File: src/bpsp_pkg.sv
/*
  Shared constants for the byte port with slave mode: register offsets,
  field positions, reset values and strobe timing.
  Assumes both ends and the testbench import it.
*/
package bpsp_pkg;
  localparam logic [7:0] BPSP_OFF_DATA = 8'h08;
  localparam logic [7:0] BPSP_OFF_DIR = 8'h88;
  localparam logic [7:0] BPSP_OFF_CTRL = 8'h89;
  localparam logic [7:0] BPSP_OFF_CPIN = 8'h09;
  localparam logic [7:0] BPSP_OFF_ANCFG = 8'h9F;
  localparam int BPSP_BIT_IBF = 7;
  localparam int BPSP_BIT_OBF = 6;
  localparam int BPSP_BIT_OVR = 5;
  localparam int BPSP_BIT_MODE = 4;
  localparam logic [7:0] BPSP_DIR_RST = 8'hFF;
  localparam logic [2:0] BPSP_CDIR_RST = 3'h7;
  localparam logic [2:0] BPSP_ANCFG_RST = 3'h0;
  localparam logic [2:0] BPSP_ANCFG_DIGITAL = 3'h7;
  // completion flag rises this many core cycles plus one after the strobe rises
  localparam int BPSP_DONE_DLY = 2;
  // host holds each strobe level this many cycles
  localparam int BPSP_STROBE_CYC = 4;
endpackage

File: src/bpsp_if.sv
/*
  Link between the slave-mode device and an external 8-bit master.
  Assumes the testbench resolves the shared byte wire from both enables.
*/
`timescale 1ns/100ps
interface bpsp_if;
  logic [7:0] dev_data_o;
  logic [7:0] dev_data_oe;
  logic [7:0] host_data_o;
  logic [7:0] host_data_oe;
  logic [7:0] data_lvl;
  logic [2:0] dev_ctl_o;
  logic [2:0] dev_ctl_oe;
  logic rd_n;
  logic wr_n;
  logic cs_n;
  logic [2:0] ctl_lvl;
  modport dev(output dev_data_o, dev_data_oe, dev_ctl_o, dev_ctl_oe, input data_lvl, ctl_lvl);
  modport host(output host_data_o, host_data_oe, rd_n, wr_n, cs_n, input data_lvl);
endinterface

File: src/bpsp_dev.sv
/*
  Device end: 8-bit byte port, 3-pin control port and parallel slave mode,
  with the control/status register, reached over a simple core register port.
  Assumes core register accesses are single-cycle strobes synchronous to clk.
*/
// Overview of operation
// - byte port pins each have a direction bit
// - mode bit 4 turns byte port slave
// - three control pins each individually directed
// - slave mode uses control pins as strobes
// - software sets control pins input and digital
// - analog-selected control pins read as zero
// - direction bits still drive analog control pins
// - power-on leaves control pins analog, reading zero
// - read strobe low with select drives latch
// - select low enables transfers, high deselects
// - bit 7 set when input byte unread
// - bit 6 set until master reads output
// - bit 5 set on overwrite, software clears
// - bit 4 selects slave mode, resets zero
// - bit 3 always reads zero
// - bits 2:0 control directions, reset one
// - input-full and done flag set after strobe rises
// - input-full cleared by internal read or by leaving slave mode
// - master read clears output-full at once
// - outside slave mode full flags held clear
`timescale 1ns/100ps
module bpsp_dev
  import bpsp_pkg::*;
#(
  parameter int DONE_DLY = BPSP_DONE_DLY
) (
  input wire logic clk_sys_i,
  input wire logic nrst_i,
  input wire logic reg_wr_i,
  input wire logic reg_rd_i,
  input wire logic [7:0] reg_addr_i,
  input wire logic [7:0] reg_wdata_i,
  output logic [7:0] reg_rdata_o,
  output logic transfer_done_flag_o,
  input wire logic transfer_done_clr_i,
  bpsp_if.dev link
);
  logic [7:0] out_latch;
  logic [7:0] in_latch;
  logic [7:0] byte_port_direction;
  logic [2:0] cpin_dir;
  logic [2:0] cpin_latch;
  logic [2:0] analog_pin_config;
  logic slave_mode_select;
  logic input_full_flag;
  logic output_full_flag;
  logic input_overrun_flag;
  logic wr_act;
  logic rd_act;
  logic [3:0] wr_dly;
  logic [3:0] rd_dly;
  logic [7:0] next_rdata;
  logic [2:0] cpin_read;
  logic cpin_analog;
  logic rd_hit;
  logic wr_hit;
  logic in_read;
  logic ext_wr;
  logic ext_rd;
  logic wr_done;
  logic rd_done;

  // analog unless every config bit is set to digital
  assign cpin_analog = (analog_pin_config != BPSP_ANCFG_DIGITAL);
  assign cpin_read = cpin_analog ? 3'h0 : link.ctl_lvl;
  assign ext_wr = slave_mode_select && !link.ctl_lvl[2] && !link.ctl_lvl[1];
  assign ext_rd = slave_mode_select && !link.ctl_lvl[2] && !link.ctl_lvl[0];
  assign wr_hit = reg_wr_i;
  assign rd_hit = reg_rd_i;
  assign in_read = rd_hit && (reg_addr_i == BPSP_OFF_DATA) && slave_mode_select;
  assign wr_done = wr_dly[DONE_DLY - 1];
  assign rd_done = rd_dly[DONE_DLY - 1];

  // ==========================================================
  // register write side
  always_ff @(posedge clk_sys_i or negedge nrst_i) begin
    if (!nrst_i) begin
      out_latch <= 8'h00;
      byte_port_direction <= BPSP_DIR_RST;
      cpin_dir <= BPSP_CDIR_RST;
      cpin_latch <= 3'h0;
      analog_pin_config <= BPSP_ANCFG_RST;
      slave_mode_select <= 1'b0;
    end else if (wr_hit) begin
      unique case (reg_addr_i)
        BPSP_OFF_DATA: out_latch <= reg_wdata_i;
        BPSP_OFF_DIR: byte_port_direction <= reg_wdata_i;
        BPSP_OFF_CTRL: begin
          slave_mode_select <= reg_wdata_i[BPSP_BIT_MODE];
          cpin_dir <= reg_wdata_i[2:0];
        end
        BPSP_OFF_CPIN: cpin_latch <= reg_wdata_i[2:0];
        BPSP_OFF_ANCFG: analog_pin_config <= reg_wdata_i[2:0];
        default: ;
      endcase
    end
  end

  // ==========================================================
  // slave transfers: capture, completion delay, status flags
  always_ff @(posedge clk_sys_i or negedge nrst_i) begin
    if (!nrst_i) begin
      wr_act <= 1'b0;
      rd_act <= 1'b0;
      wr_dly <= 4'h0;
      rd_dly <= 4'h0;
      in_latch <= 8'h00;
    end else begin
      wr_act <= ext_wr;
      rd_act <= ext_rd;
      // strobe end starts a short delay, standing in for the core phase wait
      wr_dly <= {wr_dly[2:0], wr_act && !ext_wr};
      rd_dly <= {rd_dly[2:0], rd_act && !ext_rd};
      if (ext_wr) begin
        in_latch <= link.data_lvl;
      end
    end
  end

  always_ff @(posedge clk_sys_i or negedge nrst_i) begin
    if (!nrst_i) begin
      input_full_flag <= 1'b0;
      output_full_flag <= 1'b0;
      input_overrun_flag <= 1'b0;
      transfer_done_flag_o <= 1'b0;
    end else begin
      if (!slave_mode_select) begin
        input_full_flag <= 1'b0;
        output_full_flag <= 1'b0;
      end else begin
        if (wr_done) begin
          input_full_flag <= 1'b1;
        end else if (in_read) begin
          input_full_flag <= 1'b0;
        end
        // a refill landing with a read start wins, so the new byte is not lost
        if (wr_hit && reg_addr_i == BPSP_OFF_DATA) begin
          output_full_flag <= 1'b1;
        end else if (ext_rd && !rd_act) begin
          output_full_flag <= 1'b0;
        end
      end
      // overwrite counted at the start of a write while the old byte is unread
      if (ext_wr && !wr_act && input_full_flag) begin
        input_overrun_flag <= 1'b1;
      end else if (wr_hit && reg_addr_i == BPSP_OFF_CTRL && !reg_wdata_i[BPSP_BIT_OVR]) begin
        input_overrun_flag <= 1'b0;
      end
      if (wr_done || rd_done) begin
        transfer_done_flag_o <= 1'b1;
      end else if (transfer_done_clr_i) begin
        transfer_done_flag_o <= 1'b0;
      end
    end
  end

  // ==========================================================
  // pin drive
  always_ff @(posedge clk_sys_i or negedge nrst_i) begin
    if (!nrst_i) begin
      link.dev_data_o <= 8'h00;
      link.dev_data_oe <= 8'h00;
      link.dev_ctl_o <= 3'h0;
      link.dev_ctl_oe <= 3'h0;
    end else begin
      link.dev_data_o <= out_latch;
      if (slave_mode_select) begin
        link.dev_data_oe <= ext_rd ? 8'hFF : 8'h00;
      end else begin
        link.dev_data_oe <= ~byte_port_direction;
      end
      link.dev_ctl_o <= cpin_latch;
      link.dev_ctl_oe <= ~cpin_dir;
    end
  end

  // ==========================================================
  // register read side
  always_comb begin
    next_rdata = 8'h00;
    unique case (reg_addr_i)
      BPSP_OFF_DATA: next_rdata = slave_mode_select ? in_latch : link.data_lvl;
      BPSP_OFF_DIR: next_rdata = byte_port_direction;
      BPSP_OFF_CTRL: next_rdata = {input_full_flag, output_full_flag, input_overrun_flag,
                                   slave_mode_select, 1'b0, cpin_dir};
      BPSP_OFF_CPIN: next_rdata = {5'h00, cpin_read};
      BPSP_OFF_ANCFG: next_rdata = {5'h00, analog_pin_config};
      default: next_rdata = 8'h00;
    endcase
  end

  always_ff @(posedge clk_sys_i or negedge nrst_i) begin
    if (!nrst_i) begin
      reg_rdata_o <= 8'h00;
    end else if (rd_hit) begin
      reg_rdata_o <= next_rdata;
    end
  end
endmodule

File: src/flat_wrapper.sv
// flat-port wrapper written by rule: the top's interface ports become plain ports
module bpsp_dev_flat import bpsp_pkg::*;
#(
  parameter int DONE_DLY = BPSP_DONE_DLY
)
  (clk_sys_i, nrst_i, reg_wr_i, reg_rd_i, reg_addr_i, reg_wdata_i, reg_rdata_o, transfer_done_flag_o, transfer_done_clr_i, link_dev_data_o, link_dev_data_oe, link_dev_ctl_o, link_dev_ctl_oe, link_data_lvl, link_ctl_lvl);
  bpsp_if link_i ();
  input wire logic clk_sys_i;
  input wire logic nrst_i;
  input wire logic reg_wr_i;
  input wire logic reg_rd_i;
  input wire logic [7:0] reg_addr_i;
  input wire logic [7:0] reg_wdata_i;
  output logic [7:0] reg_rdata_o;
  output logic transfer_done_flag_o;
  input wire logic transfer_done_clr_i;
  output wire logic [$bits(link_i.dev_data_o)-1:0] link_dev_data_o;
  output wire logic [$bits(link_i.dev_data_oe)-1:0] link_dev_data_oe;
  output wire logic [$bits(link_i.dev_ctl_o)-1:0] link_dev_ctl_o;
  output wire logic [$bits(link_i.dev_ctl_oe)-1:0] link_dev_ctl_oe;
  input wire logic [$bits(link_i.data_lvl)-1:0] link_data_lvl;
  input wire logic [$bits(link_i.ctl_lvl)-1:0] link_ctl_lvl;
  assign link_dev_data_o = link_i.dev_data_o;
  assign link_dev_data_oe = link_i.dev_data_oe;
  assign link_dev_ctl_o = link_i.dev_ctl_o;
  assign link_dev_ctl_oe = link_i.dev_ctl_oe;
  assign link_i.data_lvl = link_data_lvl;
  assign link_i.ctl_lvl = link_ctl_lvl;
  bpsp_dev #(.DONE_DLY(DONE_DLY)) u_core (.clk_sys_i(clk_sys_i), .nrst_i(nrst_i), .reg_wr_i(reg_wr_i), .reg_rd_i(reg_rd_i), .reg_addr_i(reg_addr_i), .reg_wdata_i(reg_wdata_i), .reg_rdata_o(reg_rdata_o), .transfer_done_flag_o(transfer_done_flag_o), .transfer_done_clr_i(transfer_done_clr_i), .link(link_i));
endmodule
File: config.mk
export PLATFORM = sky130hd
export DESIGN_NAME = bpsp_dev_flat
export DESIGN_NICKNAME = d
export VERILOG_FILES = /design/src/bpsp_pkg.sv /design/src/bpsp_if.sv /design/src/bpsp_dev.sv /design/src/flat_wrapper.sv
export SDC_FILE = /design/constraint.sdc
export NUM_CORES = 1
export LEC_CHECK = 0
export ABC_CLOCK_PERIOD_IN_PS = 4050
export BUFFER_PORTS_ARGS = -buffer_cell sky130_fd_sc_hd__buf_2
export CAP_MARGIN = 30
export CORE_ASPECT_RATIO = 1.25
export CORE_MARGIN = 1
export CORE_UTILIZATION = 55
export CTS_CLUSTER_DIAMETER = 200
export DETAILED_ROUTE_END_ITERATION = 10
export GPL_TIMING_DRIVEN = 0
export PLACE_DENSITY = 0.8
export SYNTH_ARGS = -nofsm -noshare
export SYNTH_HDL_FRONTEND = slang
export SYNTH_SLANG_ARGS = --single-unit
File: constraint.sdc
create_clock -name clk_sys_i -period 4.05 [get_ports clk_sys_i]
set_clock_uncertainty 0.15 [all_clocks]
set_input_delay 0.405 -clock clk_sys_i [delete_from_list [all_inputs] [get_ports clk_sys_i]]
set_output_delay 0.405 -clock clk_sys_i [all_outputs]
set_load 0.02 [all_outputs]
==> flow_metrics.tcl, run 1 <==
set metrics [dict create \
    routed_wl_um 5940 \
    syn-cell-area_mm2 0.00299 \
    ys_seq_area_frac 0.623 \
    drive_gt1_frac 0.380 \
    start_util 0.581 \
    cts_inserted_buffers 9 \
    routabilityCongestion 0.841 \
    ioPinCount 63 \
    antenna_left 0 \
    detailed_place_hpwl_um 4290 \
    fin_tns_setup_ns 0 \
    synth.distinct_cells 41 \
    fp.dieH_um 84.5 \
    wire_per_inst_um 16.6 \
    cts_tree "built" \
    synth_fp_nets 250 \
    grt_pass1_wl_um 9620 \
    start_kind "flip-flop" \
    via_count 1975 \
    slew_headroom 0.424 \
    critPathRequiredTime_ns 4.12 \
    synthCells 218 \
    dp.cells 341 \
    clk_latency_ns 0.34 \
    async_flop_share 1.00 \
    grt_overflow 0 \
    grt_antenna_before_repair 0 \
    drtPass1Iterations 4 \
    rsz0062_at_grt "no" \
    core_mm2 0.00515 \
    cts.reportedPaths.clkPinSlew_ns 0.08 \
    r2r_slack_ns 2.11 \
    r2r-end "u_core.reg_rdata_o[6]" \
    area_growth_pct 19.6 \
    power_leakage_nw 1.69 \
    synth_edf_count 0 \
    setup_violations 0 \
    synth_seq_cells 74 \
    htree_levels 3 \
    cts_setup_buffers 0 \
    grt_pass1_vias 2009 \
    fin_crit_ns 1.94 \
    cts_hold_buf 0 \
    mostFrequentLayoutCells "buf_2 (63), dfrtp_1 (63), mux2_1 (23)" \
    clockRootBuffer "clkbuf_8" \
    period_share 0.479 \
    die_area_mm2 0.00574 \
    power_density_mw_per_mm2 421 \
    r2r_start "u_core.slave_mode_select" \
    cp.arrival_ns 2.01 \
    antennaDiodeCount 0 \
    end_kind "flip-flop" \
    peakVddDrop_v 0.000270 \
    synthFlopType "dfrtp_1" \
    drc 0 \
    finalHoldViolCount 0 \
    tightest_slew_ns 0.865 \
    synth_area_per_cell_um2 13.7 \
    status "completed" \
    slew_violations 0 \
    cts_resized 0 \
    path_class "flip-flop to flip-flop" \
    vias_per_cell 5.53 \
    die_x_um 68.0 \
    grt_max_degree 75 \
    fill_cells 378 \
    cts_max_path_buffers 2 \
    rows 29 \
    port_buffers 61 \
    yosysWarnings 0 \
    clock_sinks 74 \
    min_path_type "primary input to async pin" \
    track_usage 0.233 \
    worstRegToRegCells 5 \
    drt_first_iter_violations 153 \
    critPathMaxFanout 10 \
    fin_cells 357 \
    maxCapViolations 0 \
    max_freq_mhz 515 \
    nNetsFinal 322 \
]
final cells by class:
type	count	area, um2	area share
plain buffers	10	56.3	0.0157
well taps	62	77.6	0.0217
repair buffers	61	308	0.0860
inverters	8	30.0	0.00839
clock inverters	7	76.3	0.0213
multi-input cells	126	1040	0.291
flip-flops and latches	74	1870	0.521
clock buffers	9	124	0.0346
power breakdown:
part | internal (mW) | total [mW] | switching [mW]
Combinational | 0.0525 | 0.132 | 0.0799
Clock | 0.288 | 0.569 | 0.281
Sequential | 0.785 | 0.806 | 0.0205
how the worst max path moves through the flow:
stage	end	slack [ns]	startpoint	depth (start not counted)
4_1_cts	u_core.reg_rdata_o[5]	2.12	u_core.slave_mode_select	5
6_report	u_core.reg_rdata_o[6]	2.11	u_core.slave_mode_select	5
5_1_grt	u_core.reg_rdata_o[6]	1.99	u_core.slave_mode_select	5
2_1_floorplan	u_core.reg_rdata_o[1]	2.25	reg_addr_i[4]	6
3_5_place_dp	u_core.byte_port_direction[4]	2.05	reg_addr_i[2]	5
3_3_place_gp	u_core.byte_port_direction[3]	2.05	reg_addr_i[2]	5
metrics by stage:
| step | util | setup WS (ns) | cell area, um2 | hold WS [ns] | power, mW |
|---|---|---|---|---|---|
| floorplan | - | 2.25 | 2990 | -0.0406 | 0.884 |
| global placement | 0.655 | 2.05 | 3380 | 0.183 | 0.949 |
| CTS | 0.695 | 2.12 | 3580 | 0.0633 | 1.52 |
| global route | 0.695 | 1.99 | 3580 | 0.0785 | 1.57 |
| detailed placement | 0.656 | 2.05 | 3380 | 0.186 | 0.954 |
| finish | 0.695 | 2.11 | 3580 | 0.0385 | 1.51 |
cell families after synthesis:
kind of cell	synth area share
DFF	0.623
and+or+nand+nor	0.101
muxes	0.155
buffers and inverters	0.0288
AOI/OAI and AO/OA	0.0924
worst max-delay path, stage by stage (launching register included):
cell and delay (ns):
dfrtp_1 0.42, buf_1 0.52, mux2i_1 0.30, o2bb2ai_1 0.10, a22oi_1 0.22, o22ai_1 0.11
registers in the layout (all words and copies together), names as in the netlist, 8 cells and up:
signal and count:
u_core.link.dev_data_o 8, u_core.link.dev_data_oe 8, u_core.out_latch 8, u_core.reg_rdata_o 8, u_core.in_latch 8, u_core.byte_port_direction 8
Yosys cell counts, types with 2 or more instances:
| cell type | instances | share of area |
|---|---|---|
| a21oi_1 | 4 | 0.0067 |
| a22oi_1 | 4 | 0.010 |
| a31oi_1 | 2 | 0.0042 |
| and2_1 | 2 | 0.0042 |
| and3_1 | 3 | 0.0063 |
| buf_2 | 3 | 0.0050 |
| buf_6 | 2 | 0.0075 |
| clkbuf_1 | 4 | 0.0050 |
| dfrtp_1 | 63 | 0.53 |
| dfstp_2 | 11 | 0.097 |
| inv_1 | 8 | 0.010 |
| mux2_1 | 23 | 0.087 |
| mux2_2 | 11 | 0.041 |
| mux2i_1 | 8 | 0.027 |
| nand2_1 | 5 | 0.0063 |
| nand3_1 | 5 | 0.0084 |
| nand3_2 | 2 | 0.0067 |
| nor2_1 | 6 | 0.0075 |
| nor2b_1 | 4 | 0.0084 |
| nor3_1 | 3 | 0.0050 |
| nor3b_1 | 2 | 0.0050 |
| nor4b_2 | 2 | 0.010 |
| o211ai_1 | 3 | 0.0075 |
| o21ai_0 | 12 | 0.020 |
| o21ai_1 | 2 | 0.0033 |
| o22ai_1 | 3 | 0.0063 |
| o2bb2ai_1 | 7 | 0.020 |
per-layer routing:
layer | up-vias | wire, um | GRT usage
met3 | 8 | 210 | 0.0435
met1 | 982 | 2550 | 0.310
met2 | 45 | 3080 | 0.367
met4 | 0 | 96 | 0.104
li1 | 940 | - | -
met5 | - | 0 | 0
(Power assumes the default switching activity.)
==> run 2, diff against run 1 <==
ABC_CLOCK_PERIOD_IN_PS = 1970   (was 4050)
CORE_UTILIZATION = 54   (was 55)
PLACE_DENSITY = 0.79   (was 0.8)
clock period = 1.97 ns   (was 4.05 ns; I/O delays follow)
==> flow_metrics.tcl, run 2 (synthesis gave the netlist of run 1 again) <==
set metrics [dict create \
    status "completed" \
    swShare 0.236 \
    port_buffers 61 \
    nNetsFinal 341 \
    drive_gt1_frac 0.351 \
    fp.dieH_um 85.2 \
    power.internal_mw 2.45 \
    cts_tree "built" \
    antennaDiodeCount 0 \
    cts_resized 0 \
    grt_overflow 0 \
    die_area_mm2 0.00585 \
    power_leakage_nw 1.77 \
    clock_sinks 74 \
    start_util 0.577 \
    drt_first_iter_violations 108 \
    grt_pass1_vias 2065 \
    finalHoldViolCount 0 \
    switchingPower_mw 0.756 \
    drc 0 \
    fin_crit_ns 1.87 \
    die_x_um 68.6 \
    clockRootBuffer "clkbuf_8" \
    detailed_place_hpwl_um 4330 \
    antenna_left 0 \
    start_kind "flip-flop" \
    drtPass1Iterations 4 \
    max_freq_mhz 535 \
    cp_slowest_stage_delay_ns 0.53 \
    slew_violations 0 \
    cts_max_path_buffers 2 \
    clk_latency_ns 0.34 \
    track_usage 0.242 \
    maxCapViolations 0 \
    wire_per_inst_um 16.7 \
    cp.arrival_ns 1.93 \
    critPathSlowestCell "buf_1" \
    rsz0062_at_grt "no" \
    routabilityCongestion 0.871 \
    cts_inserted_buffers 9 \
    routed_wl_um 6260 \
    vias_per_cell 5.45 \
    area_growth_pct 26.2 \
    pwr-share-comb 0.095 \
    htree_levels 3 \
    critPathMaxFanout 10 \
    via_count 2044 \
    period_share 0.949 \
    grt_max_degree 75 \
    p_clk_frac 0.389 \
    rows 29 \
    grt_antenna_before_repair 0 \
    p_total_mw 3.21 \
    setup_violations 0 \
    cp_cell_sequence "buf_1 -> mux2i_1 -> o2bb2ai_1 -> a22oi_1 -> o22ai_1" \
    fill_cells 358 \
    mostFrequentLayoutCells "buf_2 (63), dfrtp_1 (63), mux2_1 (23)" \
    tightest_slew_ns 0.876 \
    fin_tns_setup_ns 0 \
    core_mm2 0.00519 \
    power_frac_seq 0.517 \
    critPathRequiredTime_ns 2.03 \
    power_density_mw_per_mm2 849 \
    cts.reportedPaths.clkPinSlew_ns 0.07 \
    grt_pass1_wl_um 9920 \
    slew_headroom 0.416 \
    final_area_mm2 0.00378 \
    min_path_type "primary input to flip-flop" \
    end_kind "flip-flop" \
    place_area_mm2 0.00338 \
    peakVddDrop_v 0.000714 \
    path_class "flip-flop to flip-flop" \
    ioPinCount 63 \
]
run 2: worst max-delay path: cells and delay by family (launching register included):
kind                   cells  cell delay (ns)
DFF                        1             0.40
AOI/OAI and AO/OA          3             0.39
muxes                      1             0.27
buffers and inverters      1             0.53
run 2: metrics by stage:
step           hold slack, ns  setup WS, ns  cells  utilization
6_report               0.0127         0.100    375        0.728
5_1_grt                0.0282       0.00407    375        0.728
4_1_cts               0.00630        0.0856    375        0.728
3_5_place_dp            0.185         0.104    341        0.651
3_3_place_gp            0.181        0.0963    341        0.651
2_1_floorplan          -0.249         0.374    218            -
run 2: power groups by stage:
stage	registers (mW)	clock network (mW)	logic, mW
finish	1.66	1.25	0.303
global route	1.67	1.33	0.334
CTS	1.66	1.26	0.307
detailed placement	1.68	0	0.277
global placement	1.68	0	0.269
floorplan	1.72	0	0.100
run 2: area by class of cell:
type / instances / area, um2 / share of cell area
sequential: 74 / 1870 / 0.494
multi-input combinational: 126 / 1040 / 0.276
timing repair buffer: 80 / 498 / 0.132
clock buffer: 10 / 128 / 0.0338
clock inverter: 5 / 80.1 / 0.0212
tap: 62 / 77.6 / 0.0205
buffer: 10 / 56.3 / 0.0149
inverter: 8 / 30.0 / 0.00795
run 2: routing by layer:
| layer | track usage | wire [um] |
|---|---|---|
| met1 | 0.301 | 2670 |
| met2 | 0.393 | 3200 |
| met3 | 0.0457 | 238 |
| met4 | 0.121 | 153 |
| met5 | 0 | 0 |
run 2: repair_timing:
action,4_1_cts,5_1_grt
hold buffers,19,0
endpoints found under the hold margin,91,0
buffers inserted,0,0
run 2: final timing paths:
| kind | to | cells past startpoint | slack, ns | from |
|---|---|---|---|---|
| worst max-delay path | u_core.reg_rdata_o[5] | 5 | 0.10 | u_core.slave_mode_select |
| worst min-delay path | u_core.reg_rdata_o[1] | 3 | 0.01 | link_ctl_lvl[1] |
| worst max register to register | u_core.reg_rdata_o[5] | 5 | 0.10 | u_core.slave_mode_select |
| worst min register to register | u_core.wr_dly[1] | 0 | 0.20 | u_core.wr_dly[0] |
| max in group asynchronous | u_core.analog_pin_config[1] | 2 | 0.74 | nrst_i |
| min in group asynchronous | u_core.link.dev_data_o[5] | 2 | 0.37 | nrst_i |
